==> src/core/option_cfg.svh <==
`ifndef OPTION_CFG_SVH
`define OPTION_CFG_SVH

// ****************************************
// Register byte addresses
// ****************************************
`define OFS_CLK_WDOG      12'h000
`define OFS_OSC_WAKE      12'h004
`define OFS_SETTLE        12'h008
`define OFS_RSVD          12'h00c
`define OFS_MEM_WAIT      12'h010
`define OFS_BOOT_OPT      12'h014
`define OFS_STATUS        12'h018
`define OFS_CONTROL       12'h01c

// ****************************************
// Field positions
// ****************************************
`define BIT_SLOW_ALLOW    3
`define BIT_INDEP_AUTO    2
`define BIT_WIN_AUTO      1
`define BIT_WIN_HALT      0
`define BIT_EXT_CLK       3
`define BIT_WAKE_SRC      2
`define BIT_DIV_HI        1
`define BIT_DIV_LO        0
`define BIT_WAIT          0
`define BIT_CTRL_LOAD     0

// ****************************************
// Reset values and misc constants
// ****************************************
`define OPT_RESET         8'h00
`define SETTLE_2048       8'h00
`define SETTLE_128        8'hb4
`define SETTLE_8          8'hd2
`define SETTLE_HALF       8'he1
`define CNT_2048          12'h800
`define CNT_128           12'h080
`define CNT_8             12'h008
`define CNT_HALF          12'h001
`define BOOT_VEC_A        16'h487e
`define BOOT_VEC_B        16'h487f
`define RESET_VECTOR      16'h8000
`define RESP_OKAY         2'b00
`define RESP_SLVERR       2'b10
`define NUM_OPT           6

`endif

==> src/core/option_pkg.sv <==
package option_pkg;
    // Divider code: assumed external rate to reach 128 kHz
    typedef enum logic [1:0] {
        DIV_24MHZ,
        DIV_16MHZ,
        DIV_8MHZ,
        DIV_4MHZ
    } wake_div_e;
    // Decoded configuration handed to the rest of the chip
    typedef struct packed {
        logic       slowAllow;
        logic       indepAuto;
        logic       winAuto;
        logic       winHalt;
        logic       external_clock_input_select;
        logic       wakeSrc;
        wake_div_e  wakeDiv;
        logic [7:0] settleCode;
        logic       memWait;
        logic [7:0] bootOpt;
    } opt_s;
    typedef logic [7:0] byte_t;
endpackage

==> src/core/opt_store_if.sv <==
`timescale 1ns/1ps
// Write and read path between top and option store
interface opt_store_if;
    logic                        wrEn;   // Write strobe
    logic [2:0]                  wrIdx;  // Byte index
    option_pkg::byte_t           wrData; // Byte to store
    logic [2:0]                  rdIdx;  // Read index
    option_pkg::byte_t           rdData; // Registered read data
    modport store (input wrEn, wrIdx, wrData, rdIdx, output rdData);
    modport user  (output wrEn, wrIdx, wrData, rdIdx, input rdData);
endinterface

==> src/core/option_store.sv <==
`timescale 1ns/1ps
`include "option_cfg.svh"
// Non-volatile option byte image
module option_store (
    // Clock and reset
    input wire logic  sysClk,
    input wire logic  rst,
    // Access port
    opt_store_if.store port
);
    // Byte array, one word per option byte
    option_pkg::byte_t mem [`NUM_OPT];

    // ****************************************
    // Storage
    // ****************************************
    genvar i;
    generate
        for (i = 0; i < `NUM_OPT; i++) begin : gByte
            // Bytes survive reset: they stand for non-volatile cells
            always_ff @(posedge sysClk) begin
                if (port.wrEn && port.wrIdx == 3'(i)) begin
                    mem[i] <= port.wrData;
                end
            end
        end
    endgenerate

    // Registered read, unmapped index reads zero
    always_ff @(posedge sysClk) begin
        if (rst) begin
            port.rdData <= `OPT_RESET;
        end else if (port.rdIdx < 3'(`NUM_OPT)) begin
            port.rdData <= mem[port.rdIdx];
        end else begin
            port.rdData <= `OPT_RESET;
        end
    end
endmodule // option_store

==> src/core/settle_decode.sv <==
`timescale 1ns/1ps
`include "option_cfg.svh"
// Crystal settle code to cycle count
module settle_decode (
    // Clock and reset
    input wire logic        sysClk,
    input wire logic        rst,
    // Code in, count out
    input wire logic [7:0]  code,
    output logic [11:0]     cycles
);
    // ****************************************
    // Decode
    // ****************************************
    // settle code table
    always_ff @(posedge sysClk) begin
        if (rst) begin
            cycles <= `CNT_2048;
        end else begin
            case (code)
                `SETTLE_2048: cycles <= `CNT_2048;
                `SETTLE_128:  cycles <= `CNT_128;
                `SETTLE_8:    cycles <= `CNT_8;
                `SETTLE_HALF: cycles <= `CNT_HALF;
                // Unlisted codes take the safe longest wait
                default:      cycles <= `CNT_2048;
            endcase
        end
    end
endmodule // settle_decode

==> src/core/option_byte_config_decode.sv <==
`timescale 1ns/1ps
`include "option_cfg.svh"
// Option byte store with AXI4-Lite access and reset-time decode
module option_byte_config_decode (
    // Clock and reset
    input wire logic         sysClk,
    input wire logic         rst,
    // AXI4-Lite write address
    input wire logic [11:0]  awaddr,
    input wire logic         awvalid,
    output logic             awready,
    // AXI4-Lite write data
    input wire logic [31:0]  wdata,
    input wire logic [3:0]   wstrb,
    input wire logic         wvalid,
    output logic             wready,
    // AXI4-Lite write response
    output logic [1:0]       bresp,
    output logic             bvalid,
    input wire logic         bready,
    // AXI4-Lite read address
    input wire logic [11:0]  araddr,
    input wire logic         arvalid,
    output logic             arready,
    // AXI4-Lite read data
    output logic [31:0]      rdata,
    output logic [1:0]       rresp,
    output logic             rvalid,
    input wire logic         rready,
    // Chip status inputs
    input wire logic         haltEnter,
    input wire logic         windowDogActive,
    input wire logic         cpuClkAbove16,
    // Decoded settings
    output logic             slowInternalOscCpuAllow,
    output logic             indepDogAutoStart,
    output logic             windowDogAutoStart,
    output logic             haltResetReq,
    output logic             crystalDriveEnable,
    output logic             externalClockInputSelect,
    output logic             wakeupClockSourceSelect,
    output logic [1:0]       wakeupClockDivider,
    output logic [11:0]      crystalSettleCycles,
    output logic             memoryReadWait,
    output logic             bootCheckRequest,
    output logic [7:0]       bootLoaderOptionValue
);
    // ****************************************
    // Internal state
    // ****************************************
    opt_store_if store ();                  // Store access
    option_pkg::opt_s optQ;                 // Latched settings
    logic [2:0]  loadIdxQ;                  // Load walk index
    logic        loadBusyQ;                 // Load in progress
    logic        rdPendQ;                   // Data fetch cycle
    logic        loadDataQ;                 // Load data cycle
    logic [2:0]  loadDataIdxQ;              // Index being returned
    logic        haveAwQ;                   // Write address held
    logic        haveWQ;                    // Write data held
    logic [11:0] awAddrQ;                   // Held write address
    logic [7:0]  wByteQ;                    // Held low data byte
    logic        wLaneQ;                    // Low byte lane enabled
    logic [11:0] arAddrQ;                   // Held read address
    logic        rStageQ;                   // Read fetch stage
    logic        waitViolQ;                 // Wait state too low
    logic        bootDoneQ;                 // Boot check issued
    logic [11:0] settleCnt;                 // From decoder
    logic [2:0]  wrIdx;                     // Write byte index
    logic        wrHit;                     // Writable address
    logic        doWrite;                   // Both halves present

    // ****************************************
    // Address decode helpers
    // ****************************************
    // Byte index of an option register, 7 when not an option
    function automatic logic [2:0] optIndex(input logic [11:0] a);
        case (a)
            `OFS_CLK_WDOG: optIndex = 3'd0;
            `OFS_OSC_WAKE: optIndex = 3'd1;
            `OFS_SETTLE:   optIndex = 3'd2;
            `OFS_RSVD:     optIndex = 3'd3;
            `OFS_MEM_WAIT: optIndex = 3'd4;
            `OFS_BOOT_OPT: optIndex = 3'd5;
            default:       optIndex = 3'd7;
        endcase
    endfunction

    assign wrIdx   = optIndex(awAddrQ);
    // Reserved byte is not writable
    assign wrHit   = (wrIdx < 3'(`NUM_OPT)) && (wrIdx != 3'd3);
    assign doWrite = haveAwQ && haveWQ && !bvalid;

    // ****************************************
    // Sub-blocks
    // ****************************************
    option_store uStore (
        .sysClk (sysClk),
        .rst    (rst),
        .port   (store)
    );

    settle_decode uSettle (
        .sysClk (sysClk),
        .rst    (rst),
        .code   (optQ.settleCode),
        .cycles (settleCnt)
    );

    // Store write path: lane 0 carries the byte
    assign store.wrEn   = doWrite && wrHit && wLaneQ;
    assign store.wrIdx  = wrIdx;
    assign store.wrData = wByteQ;
    // Loader owns the read port while busy
    assign store.rdIdx  = loadBusyQ ? loadIdxQ : optIndex(arAddrQ);

    // ****************************************
    // Reset-time loader
    // ****************************************
    // walk bytes after reset
    always_ff @(posedge sysClk) begin
        if (rst) begin
            loadBusyQ    <= 1'b1;
            loadIdxQ     <= 3'd0;
            loadDataQ    <= 1'b0;
            loadDataIdxQ <= 3'd0;
        end else begin
            loadDataQ    <= loadBusyQ;
            loadDataIdxQ <= loadIdxQ;
            if (loadBusyQ) begin
                if (loadIdxQ == 3'(`NUM_OPT - 1)) begin
                    loadBusyQ <= 1'b0;
                end
                loadIdxQ <= loadIdxQ + 3'd1;
            end
            // No reload path: settings may only move at a reset
        end
    end

    always_ff @(posedge sysClk) begin
        if (rst) begin
            optQ <= '0;
        end else if (loadDataQ) begin
            case (loadDataIdxQ)
                3'd0: begin
                    optQ.slowAllow <= store.rdData[`BIT_SLOW_ALLOW];
                    optQ.indepAuto <= store.rdData[`BIT_INDEP_AUTO];
                    optQ.winAuto   <= store.rdData[`BIT_WIN_AUTO];
                    optQ.winHalt   <= store.rdData[`BIT_WIN_HALT];
                end
                3'd1: begin
                    optQ.external_clock_input_select  <= store.rdData[`BIT_EXT_CLK];
                    optQ.wakeSrc <= store.rdData[`BIT_WAKE_SRC];
                    optQ.wakeDiv <= option_pkg::wake_div_e'(
                        store.rdData[`BIT_DIV_HI:`BIT_DIV_LO]);
                end
                3'd2: optQ.settleCode <= store.rdData;
                3'd4: optQ.memWait    <= store.rdData[`BIT_WAIT];
                3'd5: optQ.bootOpt    <= store.rdData;
                // Reserved byte carries nothing
                default: ;
            endcase
        end
    end

    // ****************************************
    // Decoded outputs
    // ****************************************
    // Registered copies of the latched settings; drive enable inverted, settle count from decoder
    always_ff @(posedge sysClk) begin
        if (rst) begin
            slowInternalOscCpuAllow  <= 1'b0;
            indepDogAutoStart        <= 1'b0;
            windowDogAutoStart       <= 1'b0;
            crystalDriveEnable       <= 1'b0;
            externalClockInputSelect <= 1'b0;
            wakeupClockSourceSelect  <= 1'b0;
            wakeupClockDivider       <= 2'b00;
            crystalSettleCycles      <= `CNT_2048;
            memoryReadWait           <= 1'b0;
            bootLoaderOptionValue    <= `OPT_RESET;
        end else begin
            slowInternalOscCpuAllow  <= optQ.slowAllow;
            indepDogAutoStart        <= optQ.indepAuto;
            windowDogAutoStart       <= optQ.winAuto;
            crystalDriveEnable       <= !optQ.external_clock_input_select;
            externalClockInputSelect <= optQ.external_clock_input_select;
            wakeupClockSourceSelect  <= optQ.wakeSrc;
            wakeupClockDivider       <= optQ.wakeDiv;
            crystalSettleCycles      <= settleCnt;
            memoryReadWait           <= optQ.memWait;
            bootLoaderOptionValue    <= optQ.bootOpt;
        end
    end

    always_ff @(posedge sysClk) begin
        if (rst) begin
            haltResetReq <= 1'b0;
        end else begin
            haltResetReq <= haltEnter && windowDogActive && optQ.winHalt;
        end
    end

    // flag zero wait at high clock
    always_ff @(posedge sysClk) begin
        if (rst) begin
            waitViolQ <= 1'b0;
        end else begin
            waitViolQ <= cpuClkAbove16 && !optQ.memWait;
        end
    end

    // one boot check pulse after load
    always_ff @(posedge sysClk) begin
        if (rst) begin
            bootDoneQ        <= 1'b0;
            bootCheckRequest <= 1'b0;
        end else begin
            bootCheckRequest <= 1'b0;
            if (!bootDoneQ && !loadBusyQ && !loadDataQ) begin
                bootDoneQ        <= 1'b1;
                bootCheckRequest <= 1'b1;
            end
        end
    end

    // ****************************************
    // AXI4-Lite write channel
    // ****************************************
    // Capture address and data in either order
    always_ff @(posedge sysClk) begin
        if (rst) begin
            haveAwQ <= 1'b0;
            awAddrQ <= 12'h000;
        end else if (awvalid && awready) begin
            haveAwQ <= 1'b1;
            awAddrQ <= awaddr;
        end else if (doWrite) begin
            haveAwQ <= 1'b0;
        end
    end

    always_ff @(posedge sysClk) begin
        if (rst) begin
            haveWQ <= 1'b0;
            wByteQ <= `OPT_RESET;
            wLaneQ <= 1'b0;
        end else if (wvalid && wready) begin
            haveWQ <= 1'b1;
            wByteQ <= wdata[7:0];
            wLaneQ <= wstrb[0];
        end else if (doWrite) begin
            haveWQ <= 1'b0;
        end
    end

    // Ready while the slot is empty and no response waits
    always_ff @(posedge sysClk) begin
        if (rst) begin
            awready <= 1'b0;
            wready  <= 1'b0;
        end else begin
            awready <= !haveAwQ && !(awvalid && awready) && !bvalid;
            wready  <= !haveWQ && !(wvalid && wready) && !bvalid;
        end
    end

    // Response; control writes are taken with OKAY but store nothing
    always_ff @(posedge sysClk) begin
        if (rst) begin
            bvalid     <= 1'b0;
            bresp      <= `RESP_OKAY;
        end else begin
            if (doWrite) begin
                bvalid <= 1'b1;
                if (wrHit) begin
                    bresp <= `RESP_OKAY;
                end else if (awAddrQ == `OFS_CONTROL) begin
                    bresp      <= `RESP_OKAY;
                end else begin
                    bresp <= `RESP_SLVERR;
                end
            end else if (bready) begin
                bvalid <= 1'b0;
            end
        end
    end

    // ****************************************
    // AXI4-Lite read channel
    // ****************************************
    // Reads wait while the loader owns the store port
    always_ff @(posedge sysClk) begin
        if (rst) begin
            arready <= 1'b0;
            arAddrQ <= 12'h000;
            rStageQ <= 1'b0;
            rdPendQ <= 1'b0;
        end else begin
            arready <= !rStageQ && !rdPendQ && !rvalid && !arready
                       && !loadBusyQ;
            if (arvalid && arready) begin
                arAddrQ <= araddr;
                rStageQ <= 1'b1;
            end else if (rStageQ) begin
                rStageQ <= 1'b0;
                rdPendQ <= 1'b1;
            end else begin
                rdPendQ <= 1'b0;
            end
        end
    end

    always_ff @(posedge sysClk) begin
        if (rst) begin
            rvalid <= 1'b0;
            rdata  <= 32'h0000_0000;
            rresp  <= `RESP_OKAY;
        end else if (rdPendQ) begin
            rvalid <= 1'b1;
            rresp  <= `RESP_OKAY;
            if (optIndex(arAddrQ) != 3'd7) begin
                // Reserved byte reads as zero
                rdata <= (optIndex(arAddrQ) == 3'd3) ? 32'h0000_0000
                         : {24'h00_0000, store.rdData};
            end else if (arAddrQ == `OFS_STATUS) begin
                rdata <= {28'h000_0000, bootDoneQ, waitViolQ,
                          optQ.winAuto, loadBusyQ};
            end else if (arAddrQ == `OFS_CONTROL) begin
                rdata <= 32'h0000_0000;
            end else begin
                rdata <= 32'h0000_0000;
                rresp <= `RESP_SLVERR;
            end
        end else if (rready) begin
            rvalid <= 1'b0;
        end
    end
endmodule // option_byte_config_decode

==> config.mk <==
export PLATFORM = sky130hd
export DESIGN_NAME = option_byte_config_decode
export DESIGN_NICKNAME = d
export VERILOG_FILES = /design/src/core/option_pkg.sv /design/src/core/opt_store_if.sv /design/src/core/option_store.sv /design/src/core/settle_decode.sv /design/src/core/option_byte_config_decode.sv
export VERILOG_INCLUDE_DIRS = /design/src /design/src/core
export SDC_FILE = /design/constraint.sdc
export NUM_CORES = 1
export LEC_CHECK = 0
export ABC_CLOCK_PERIOD_IN_PS = 3670
export BUFFER_PORTS_ARGS = -buffer_cell sky130_fd_sc_hd__buf_2
export CORE_ASPECT_RATIO = 0.8
export CORE_MARGIN = 2
export CORE_UTILIZATION = 55
export DETAILED_ROUTE_END_ITERATION = 8
export PLACE_DENSITY = 0.81
export RECOVER_POWER = 100
export SLEW_MARGIN = 5
export SYNTH_ARGS = -nofsm -noshare
export SYNTH_HDL_FRONTEND = slang
export SYNTH_HIERARCHICAL = 1
export SYNTH_SLANG_ARGS = --single-unit
==> constraint.sdc <==
create_clock -name sysClk -period 3.67 [get_ports sysClk]
set_input_delay 0.1835 -clock sysClk [delete_from_list [all_inputs] [get_ports sysClk]]
set_output_delay 0.1835 -clock sysClk [all_outputs]
set_load 0.02 [all_outputs]
# After elaboration in Yosys (flattened, before gate mapping)
# Memories as Yosys holds them, arrays and structs flattened. A register that Yosys moved wholly into a read port is not among the register bits.
# Cells that the tools add are included.
# op_classes
order_cmp	2
n_mux	56
addsub	1
eq_ne	29
n_reduce_logical	60
n_bitwise	1
# ops
operator	n
$eq A12 B5 Y1 const B	7
$mux W8	7
$eq A12 B4 Y1 const B	4
$reduce_or A8 Y1	5
$pmux W12 S3	1
$pmux W3 S6	2
$mux W3	11
$mux W1	29
$logic_and A1 B1 Y1	27
$eq A12 B3 Y1 const B	2
$eq A8 B8 Y1 const B	3
$logic_not A12 Y1	2
$eq A3 B3 Y1 const B	5
$logic_not A1 Y1	14
$eq A3 B2 Y1 const B	4
$mux W2	5
$reduce_and A2 Y1	5
$reduce_bool A2 Y1	4
$eq A3 B1 Y1 const B	2
$logic_not A3 Y1	2
$lt A3 B3 Y1 const B	2
$mux W4	1
$add A3 B1 Y3 const B	1
$ne A3 B2 Y1 const B	1
other kinds (3)	3
# word_totals
memories	1
input_bits	70
ram_bits	48
wordCells	195
regBits	156
output_inout_bits	72
# memory_table
memory	words	width	rd	rd_ports_with_merged_regs	wr	line	text
uStore.mem	6	8	1	1	1	option_store.sv:12	option_pkg::byte_t mem [`NUM_OPT];

# Logic depth before layout (Yosys ltp)
# Gate-level depths: netlist of the first run.
# depth
ltp_word	15
mapped_depth	9
mapped_depth_nobuf	7

# Cells and area by module
# Netlist of the first run, hierarchy kept.
# by_module_without_submodules
mod	area_per_inst_um2	seq_area_each_um2	cells_each	instances
option_byte_config_decode	4251.6	2362.3	476	1
option_store	2064.5	1601.5	115	1
settle_decode	234.0	80.1	24	1

# Worst setup path before layout of the first run
# No wires, ideal clock.
# synth_path
path_kind	flip-flop to flip-flop
startpoint	register arAddrQ[0]
endpoint	register uStore.port.rdData[2], read port of uStore.mem
path_slack_ns	1.287
n_path_buf	2
stages_incl_launch_ff	10
setup_ns	0.120
arrival_ns	2.262
synth_period_minus_slack_ns	2.383
t_required_ns	3.550
path_cell_list	dfxtp_1 -> or4_4 -> or3_4 -> a2111oi_4 -> a21oi_2 -> buf_4 -> buf_4 -> mux2i_1 -> o22a_1 -> o21ai_2
# synth_between
elab_chain_len	6
word_cells_on_any_way	11
cone_classes	1 x order compare; 5 x eq/ne; 2 x mux; 1 x bitwise; 2 x reduce/logical
# synth_lines
item	line	text
start, declared	option_byte_config_decode.sv:63	logic [11:0] arAddrQ;
start signal, assigned	option_byte_config_decode.sv:302	arAddrQ <= araddr;
$eq A12 B5 Y1, or another cell as far along	option_byte_config_decode.sv:77	case (a)
$pmux W3 S6 (*)	option_byte_config_decode.sv:77	
$mux W3 (*)	option_byte_config_decode.sv:114	assign store.rdIdx = loadBusyQ ? loadIdxQ : optIndex(arAddrQ);
net store.rdIdx[0]	opt_store_if.sv:7	logic [2:0] rdIdx;
$lt A3 B3 Y1	option_store.sv:33	end else if (port.rdIdx < 3'(`NUM_OPT)) begin
$not A1 Y1 (no source line)	--	
$reduce_or A2 Y1 (no source line)	--	
end, declared	opt_store_if.sv:9	modport store (input wrEn, wrIdx, wrData, rdIdx, output rdData);
# Mark *: on every way through the listed nets, which the timed path passes. The rest lies on a longest branch.
# A chain may end at the register's enable or synchronous reset.

# Final worst setup path of the first run
# layout_path
startpoint	register arAddrQ[0]
endpoint	register uStore.port.rdData[5], read port of uStore.mem
# The elaborated chain is that of the path after synthesis.

==> results of run 1 <==
==> area by class of cell <==
cell class | instances | area, µm²
sequential | 178 | 4040
fill | 905 | 3870
multi-input combinational | 400 | 2190
timing repair buffer | 116 | 642
clock buffer | 19 | 464
tap | 148 | 185
clock inverter | 13 | 148
inverter | 6 | 22.5
==> power by group <==
part / leakage (nW) / total (mW) / switching (mW) / internal, mW
Sequential: 1.54 / 2.11 / 0.0494 / 2.06
Combinational: 1.04 / 0.290 / 0.173 / 0.116
Clock: 0.304 / 1.84 / 0.765 / 1.07
==> placed cells by master, fill, tap and decap left out, types with 24 or more instances in the layout <==
cell type      Yosys  layout
edfxtp_1          48      48
nor2b_1           30      30
dlygate4sd3_1      0      24
dfxtp_1          130     130
conb_1             2      34
a21oi_1           60      60
clkbuf_1          22      49
mux2i_1           33      33
nor2_1            37      37
nand2_1          112     112
buf_2              0      41
==> sequential cells by signal (all words and copies together), names as in the netlist, 2 cells and up <==
register               flops
uSettle/cycles             4
bootLoaderOptionValue      8
uStore/mem                48
store.wrData               8
arAddrQ                   12
loadIdxQ                   3
uStore/port.rdData         8
awAddrQ                   12
loadDataIdxQ               3
wakeupClockDivider         2
rdata                      8
optQ                      25
crystalSettleCycles       12
==> final timing paths <==
path / start / endpoint / slack [ns] / depth (start not counted)
min reg2reg: uSettle/cycles[11] / crystalSettleCycles[11] / 0.41 / 1
max: arAddrQ[0] / uStore/port.rdData[5] / 0.67 / 8
min: awaddr[3] / awAddrQ[3] / -0.002 / 3
max reg2reg: arAddrQ[0] / uStore/port.rdData[5] / 0.67 / 8
==> kinds of logic after synthesis <==
group	share of synthesized area
AO/OA/AOI/OAI	0.0825
XOR/XNOR	0.00401
adder cells (fa/ha/maj)	0.00382
buffers and inverters	0.0621
flip-flops	0.617
multiplexers	0.0504
other	0.00115
AND/OR/NAND/NOR	0.179
==> layer usage <==
metal / GRT usage / part of all wire / up-vias
met2: 0.339 / 0.48 / 136
li1: - / - / 2236
met4: 0.0811 / 0.017 / 0
met1: 0.261 / 0.45 / 2136
met5: 0 / 0 / -
met3: 0.0534 / 0.060 / 24
==> tightest hold or removal path, cell delays in order <==
cell     delay [ns]
buf_2          0.09
nand2_1        0.06
a21oi_1        0.05
==> per-stage QoR <==
step           instance area (µm²)  setup WS, ns   util  hold WS, ns
2_1_floorplan                 6670          1.29      -        0.319
4_1_cts                       7800          1.07  0.674     0.000469
3_5_place_dp                  6940          1.14  0.601        0.401
3_3_place_gp                  6940          1.17  0.601        0.396
5_1_grt                       7690         0.504  0.665      0.00110
6_report                      7690         0.667  0.665     -0.00174
==> reports/results.ini, run 1 <==
[placement]
dp_cells = 824
gp_congestion = 0.782
port_buffers = 88
dpl.hpwl_mm = 7.90

[synthesis]
syn_area_per_cell_um2 = 10.7
synthFlopType = dfxtp_1
syn-cell-area_um2 = 6550
synth_area_leaders = dfxtp_1, edfxtp_1, nand2_1
synth_edf_count = 48
synthCells = 615
synth_warnings = 6
yosysUniqueCellTypes = 50
synth.most_common_cell = dfxtp_1
ys_async_sr_fraction = 0
ys_ff_latch = 178
seq_area_frac_synth = 0.617
synth_top_area_cell = dfxtp_1
synth_top_area_share = 0.397
synth_commonest_cells = dfxtp_1, nand2_1, a21oi_1, edfxtp_1

[timing]
hold_ws_ns = -0.00174
fin_crit_ns = 3.00
fin_crit_sh = 0.818
hold_violations = 1
rsz0062_at_grt = no
setup_viol = 0
max_freq_mhz = 333
fin_setup_tns_ns = 0
drv_slew = 55
worst_slew_pin_slew_ns = 1.84
slew_headroom = -0.229
clock_skew_ns = 0.00998

[route]
viasPerCell = 5.15
final_antenna_net_count = 0
first_iter_violations = 332
avgRoutedWirePerCell_um = 14.3
vias = 4532
drc_errors = 0
first_pass_iters = 4
routed_wl_mm = 12.6

[global_route]
grt_use_total = 0.205
grt_max_degree = 79
grt_pass1_wl_mm = 20.5
grt_pass1_vias = 4289
antenna_found_initial = 0
gr-total-overflow = 0

[clocking]
cts_tree = done
cts.sinks = 178
clockBufferDepth = 2
path_clk_slew_ns = 0.06
ctsHoldBuffers = 24
cts_made_buffers = 17
cts_setup_buffers = 0
clk_latency_ns = 0.43
cts_resized = 0
cts_root_buf = clkbuf_16
htreeDepth = 4

[die]
num_rows = 35
placeableCoreArea_um2 = 11600
die_h_um = 102
start_util = 0.567
top_level_ports = 142
die-area_um2 = 12800
fp.dieW_um = 126

[setup_path]
path_buf_inv = 1
startpoint_type = register
critPathCaptureType = register
crit_slowest_cell = or4_1
cp_data_required_time_ns = 3.98
critPathTopFamily = simple AND/OR/NAND/NOR gates
worstPathCellList = or4_1 -> or3_1 -> a2111oi_4 -> a21oi_2 -> clkbuf_2 -> mux2i_1 -> o22a_1 -> o21ai_0
crit_fanout = 24
crit_type = reg2reg
arrival_ns = 3.31
cpPeakStageDelay_ns = 0.61

[run]
cap_violations = 2

[power]
p_total_mw = 4.24
ir_drop_uv = 384
pwr_density_cell_nw_per_um2 = 551
leakage_nw = 2.89

[layout]
area.growth.synth_to_final_pct = 17.4
diodes = 0
finalNonFillerCells = 880
drive_above_1_share = 0.113
fin_nets = 791

[worst_hold_path]
hold_path_class = in2reg

[status]
status = finished, violations left
violations = negative hold slack, max-capacitance violations, max-slew violations

Note: power is estimated with default switching activity, not from simulation.
==> run 2: changes to the inputs <==
ABC_CLOCK_PERIOD_IN_PS = 3000   (was 3670)
CORE_UTILIZATION = 54   (was 55)
PLACE_DENSITY = 0.79   (was 0.81)
clock period = 3 ns   (was 3.67 ns; I/O delays follow)
==> run 2 against run 1 <==
Effect of this change:
- the flow finishes with violations (max-capacitance violations, max-slew violations)
- sequential share of layout area decreased by 0.72 points
- wire length increased by 6.5%
- highest routed layer unchanged
- hold slack improved by 0.018 ns
- core utilization increased by 0.16 points
- clock power increased by 22%
- count of clock-buffer cells in the layout unchanged
- clock skew increased by 0.0021 ns
- critical endpoint is now uStore/port.rdData[1]
- sequential power increased by 22%
- die area increased by 1.8%
- maximum frequency increased by 11%
- largest power group unchanged
- flip-flop and latch count unchanged
- critical path depth decreased by 1
==> reports/results.ini, run 2 (same netlist as run 1, synthesis figures left out) <==
[timing]
hold_violations = 0
fin_crit_sh = 0.906
slew_headroom = -0.0904
hold_ws_ns = 0.0159
fin_setup_tns_ns = 0
max_freq_mhz = 368
drv_slew = 125
fin_ws_ns = 0.283
worst_slew_pin_slew_ns = 1.64
clock_skew_ns = 0.0121
rsz0062_at_grt = no
fin_crit_ns = 2.72
setup_viol = 0

[global_route]
globalRoute.busiestLayer = met2
grtUsageMet3 = 0.0592
grt_pass1_vias = 4292
antenna_found_initial = 0
grt_use_total = 0.208
grt_max_degree = 88
met2_usage = 0.371
use_met1 = 0.245
gr-total-overflow = 0
grt_pass1_wl_mm = 20.8

[power]
leakage_nw = 2.94
p_total_mw = 5.19
pwr_density_cell_nw_per_um2 = 666
ir_drop_uv = 460

[setup_path]
startpoint_type = register
crit_fanout = 8
crit_type = reg2reg
setup.worst_path.start = arAddrQ[0]
rr_startpoint = arAddrQ[0]
cp_data_required_time_ns = 3.33
r2r_slack_ns = 0.28
critPathCaptureType = register
arrival_ns = 3.05

[run]
cap_violations = 2

[worst_hold_path]
hold_path_class = in2reg
worstHoldStart = haltEnter

[clocking]
cts_root_buf = clkbuf_16
clk_latency_ns = 0.42
htreeDepth = 4
ctsHoldBuffers = 33
cts_made_buffers = 17
path_clk_slew_ns = 0.07
cts_tree = done
cts.sinks = 178
cts_setup_buffers = 0
cts_resized = 0
clockBufferDepth = 2

[status]
violations = max-capacitance violations, max-slew violations
status = finished, violations left

[layout]
fin_area_um2 = 7800
final_common_cell = dfxtp_1
diodes = 0
final_cell_mix = dfxtp_1, nand2_1, a21oi_1
finalNonFillerCells = 893
largest_reg_flops = 48
drive_above_1_share = 0.111
reg_top3 = uStore/mem x48, optQ x25
fin_nets = 804
area.growth.synth_to_final_pct = 19.1
largest-register = uStore/mem
fin_util = 0.667

[route]
vias = 4669
first_iter_violations = 357
first_pass_iters = 5
routed_wl_mm = 13.4
viasPerCell = 5.23
final_antenna_net_count = 0
drc_errors = 0
avgRoutedWirePerCell_um = 15.0

[die]
start_util = 0.560
fp.dieW_um = 127
top_level_ports = 142
placeableCoreArea_um2 = 11700
die_h_um = 103
die-area_um2 = 13000
num_rows = 35

[placement]
dpl.hpwl_mm = 8.46
port_buffers = 88
dp_cells = 828
gp_congestion = 0.780
post_dp_cell_area_um2 = 6970
dp_worst_setup_slack_ns = 0.444

## run 2: changes by cell type in the layout (fill, tap and decap cells not counted)
cell,before,now
and2_0,2,1
and2_1,2,3
clkbuf_1,49,53
clkinv_2,1,2
clkinv_4,6,5
dlygate4sd3_1,24,33
inv_4,2,1
inv_6,2,3
nor4b_1,2,1
nor4b_2,0,1
o21ai_0,6,10
o21ai_1,4,1
o21ai_2,1,0
## run 2: layout make-up
class                   instances  area, µm²
clock buffers                  19        464
repair buffers                129        747
clock inverters                13        146
fillers                       880       3890
flip-flops and latches        178       4040
inverters                       6       22.5
multi-input cells             400       2190
well taps                     148        185
## run 2: critical path, cell delays in order, from the launching register on
cell     delay, ns
dfxtp_1       0.31
or4_1         0.60
or3_1         0.44
nor3_1        0.21
a21oi_1       0.11
or3_1         0.59
o22a_1        0.28
o21ai_0       0.09
## run 2: per-layer routing
layer  vias to the layer above  wire length, µm
li1                       2269                -
met1                      2182             5770
met2                       194             6540
met3                        24              905
met4                         0              187
met5                         -                0
## run 2: where the power goes
part / switching [mW] / internal (mW) / total (mW)
Clock: 0.931 / 1.31 / 2.24
Combinational: 0.216 / 0.150 / 0.366
Sequential: 0.0620 / 2.52 / 2.58
Total: 1.21 / 3.98 / 5.19
## run 2: worst paths after layout
kind | endpoint | cells past startpoint
min | haltResetReq | 2
min reg2reg | crystalSettleCycles[11] | 1
max reg2reg | uStore/port.rdData[1] | 7
max | uStore/port.rdData[1] | 7
==> run 3: changes to the inputs <==
ABC_AREA = 1   (was default)
CORE_MARGIN = 3   (was 2)
CORE_UTILIZATION = 55   (was 54)
PLACE_DENSITY = 0.8   (was 0.79)
==> run 3 against run 2 <==
Effect of this change:
- the flow still finishes with violations (max-capacitance violations, max-slew violations)
- core utilization fell by 0.92 points
- combinational power grew 54%
- global-route usage fell by 1.6 points
- cell area rose by 4.1%
- wire length shrank 0.90%
- critical endpoint is now uStore/port.rdData[7]
- largest power group unchanged
==> reports/results.ini, run 3 <==
[setup_path]
cpPeakStageDelay_ns = 0.63
rr_worst_depth = 12
critPathCaptureType = register
worstPathCellList = nor2_2 -> nand2_2 -> inv_2 -> nand2_2 -> o21ai_2 -> nand2_4 -> nand2_1 -> o21ai_0 -> clkbuf_2 -> inv_6 -> o21bai_1 -> a21oi_1
r2r_slack_ns = 0.55
crit_slowest_cell = o21bai_1
crit_fanout = 17
cp_data_required_time_ns = 3.25
startpoint_type = register
crit_type = reg2reg
cp_common_cell = nand2_2
rr_startpoint = arAddrQ[8]
r2r_end = uStore/port.rdData[7]
arrival_ns = 2.70

[synthesis]
seq_area_frac_synth = 0.575
syn-cell-area_um2 = 7030
synth.most_common_cell = nor2_1
ys_ff_latch = 178
syn_area_per_cell_um2 = 8.68
ys_async_sr_fraction = 0
synth_warnings = 6
synth_top_area_cell = dfxtp_1
synth_area_leaders = dfxtp_1, edfxtp_1, nor2_1
yosysUniqueCellTypes = 34
synth_commonest_cells = nor2_1, dfxtp_1, inv_1, nand2_1, o21ai_0
synthFlopType = dfxtp_1
synth_edf_count = 48
synth_top_area_share = 0.370
synthCells = 810

[clocking]
htreeDepth = 4
cts_root_buf = clkbuf_16
clk_latency_ns = 0.42
cts_setup_buffers = 0
cts_tree = done
cts_made_buffers = 17
cts.sinks = 178
clockBufferDepth = 2
path_clk_slew_ns = 0.07

[placement]
port_buffers = 88
dpl.hpwl_mm = 8.50
gp_congestion = 0.811
dp_cells = 1047

[timing]
hold_violations = 0
setup_viol = 0
max_freq_mhz = 409
fin_crit_ns = 2.45
drv_slew = 120
slew_headroom = -0.437
rsz0062_at_grt = no
worst_slew_pin_slew_ns = 2.16
fin_setup_tns_ns = 0
fin_crit_sh = 0.816
clock_skew_ns = 0.0139

[layout]
finalNonFillerCells = 1098
multi_input_area_um2 = 2240
fin_nets = 986
diodes = 0
num-fill-cells = 1049
reg_top3 = uStore/mem x48, optQ x25
final_cell_mix = nor2_1, dfxtp_1, inv_1
area.sequential_um2 = 4040
largest_reg_flops = 48
area.growth.synth_to_final_pct = 15.4
drive_above_1_share = 0.139
final_common_cell = nor2_1
largest-register = uStore/mem

[die]
fp.dieW_um = 132
die_h_um = 107
placeableCoreArea_um2 = 12300
num_rows = 36
die-area_um2 = 14200
start_util = 0.570
top_level_ports = 142

[status]
status = finished, violations left
violations = max-capacitance violations, max-slew violations

[route]
viasPerCell = 4.73
final_antenna_net_count = 0
avgRoutedWirePerCell_um = 12.1
vias = 5197
routed_wl_mm = 13.3
first_pass_iters = 5
drc_errors = 0
first_iter_violations = 320

[worst_hold_path]
hold_path_class = in2reg
hold_depth = 3
hold-path-endpoint = arAddrQ[7]
worstHoldStart = araddr[7]

[global_route]
gr-total-overflow = 0
antenna_found_initial = 0
grt_pass1_vias = 4787
grt_use_total = 0.191
grt_max_degree = 72
grt_pass1_wl_mm = 21.8

[run]
cap_violations = 2

[power]
ir_drop_uv = 414
pwr_density_cell_nw_per_um2 = 656
leakage_nw = 3.34

[run 3: changes by cell type in the layout (fill, tap and decap cells not counted), moves of 7 or more]
cell / before / now
nor2b_1: 30 / 0
nor2_2: 0 / 7
inv_1: 5 / 106
nand2_2: 0 / 22
dlygate4sd3_1: 33 / 19
nor2_1: 37 / 133
a21oi_2: 1 / 9
nand2_1: 112 / 93
o22a_1: 8 / 0
a21oi_1: 60 / 51
mux2i_1: 33 / 0
o21ai_0: 10 / 80
inv_2: 0 / 8
nand3_1: 7 / 30
[run 3: per-layer routing]
layer | part of all wire | GRT usage | vias to the layer above
met4 | 0.012 | 0.0586 | 0
met5 | 0 | 0 | -
met1 | 0.45 | 0.242 | 2330
met3 | 0.060 | 0.0474 | 16
met2 | 0.48 | 0.326 | 146
li1 | - | - | 2705
[run 3: worst max path at each step]
stage / depth (start not counted) / start / slack, ns / to
floorplan: 9 / awAddrQ[0] / 0.90 / uStore/mem[4][0]
global placement: 9 / awAddrQ[0] / 0.87 / uStore/mem[0][3]
detailed placement: 7 / awAddrQ[9] / 0.83 / uStore/mem[0][3]
CTS: 7 / awAddrQ[9] / 0.81 / uStore/mem[0][2]
global route: 12 / arAddrQ[8] / 0.27 / uStore/port.rdData[7]
finish: 12 / arAddrQ[8] / 0.55 / uStore/port.rdData[7]
[run 3: power by group]
group / switching (mW) / internal (mW)
sequential: 0.0830 / 2.56
clock: 0.951 / 1.17
combinational: 0.379 / 0.186
[run 3: through the flow]
stage	cell area, µm²	power, mW	util	worst slack (ns)	hold slack (ns)
final	8120	5.33	0.658	0.552	0.0119
after global routing	8120	5.56	0.658	0.270	0.0233
after CTS	8210	5.37	0.665	0.813	0.00342
after detailed placement	7450	3.25	0.604	0.830	0.333
after global placement	7450	3.23	0.604	0.874	0.332
after floorplan	7150	3.15	-	0.900	0.222
[run 3: timing repair]
action | CTS | global route
resized for setup | 0 | 0
hold buffers | 19 | 0
endpoints found under the hold margin | 18 | 0
[run 3: final cells by class]
type                       instances  share of cell area
tap                              171              0.0264
multi-input combinational        486               0.276
inverter                         117              0.0550
sequential                       178               0.498
timing repair buffer             114              0.0743
clock buffer                      17              0.0524
clock inverter                    15              0.0179
[run 3: critical path, delay by kind of cell, from the launching register on]
kind / cells / cell delay [ns]
compound gates: 4 / 0.92
simple gates: 5 / 0.35
buf+inv: 3 / 0.62
flops: 1 / 0.36
[run 3: cell families after synthesis]
group / after synthesis / share of synthesized area
AOI/OAI and AO/OA: 147 / 0.113
other: 2 / 0.00107
buffers and inverters: 178 / 0.122
DFF: 178 / 0.575
adders and majority gates: 2 / 0.00356
and+or+nand+nor: 303 / 0.185
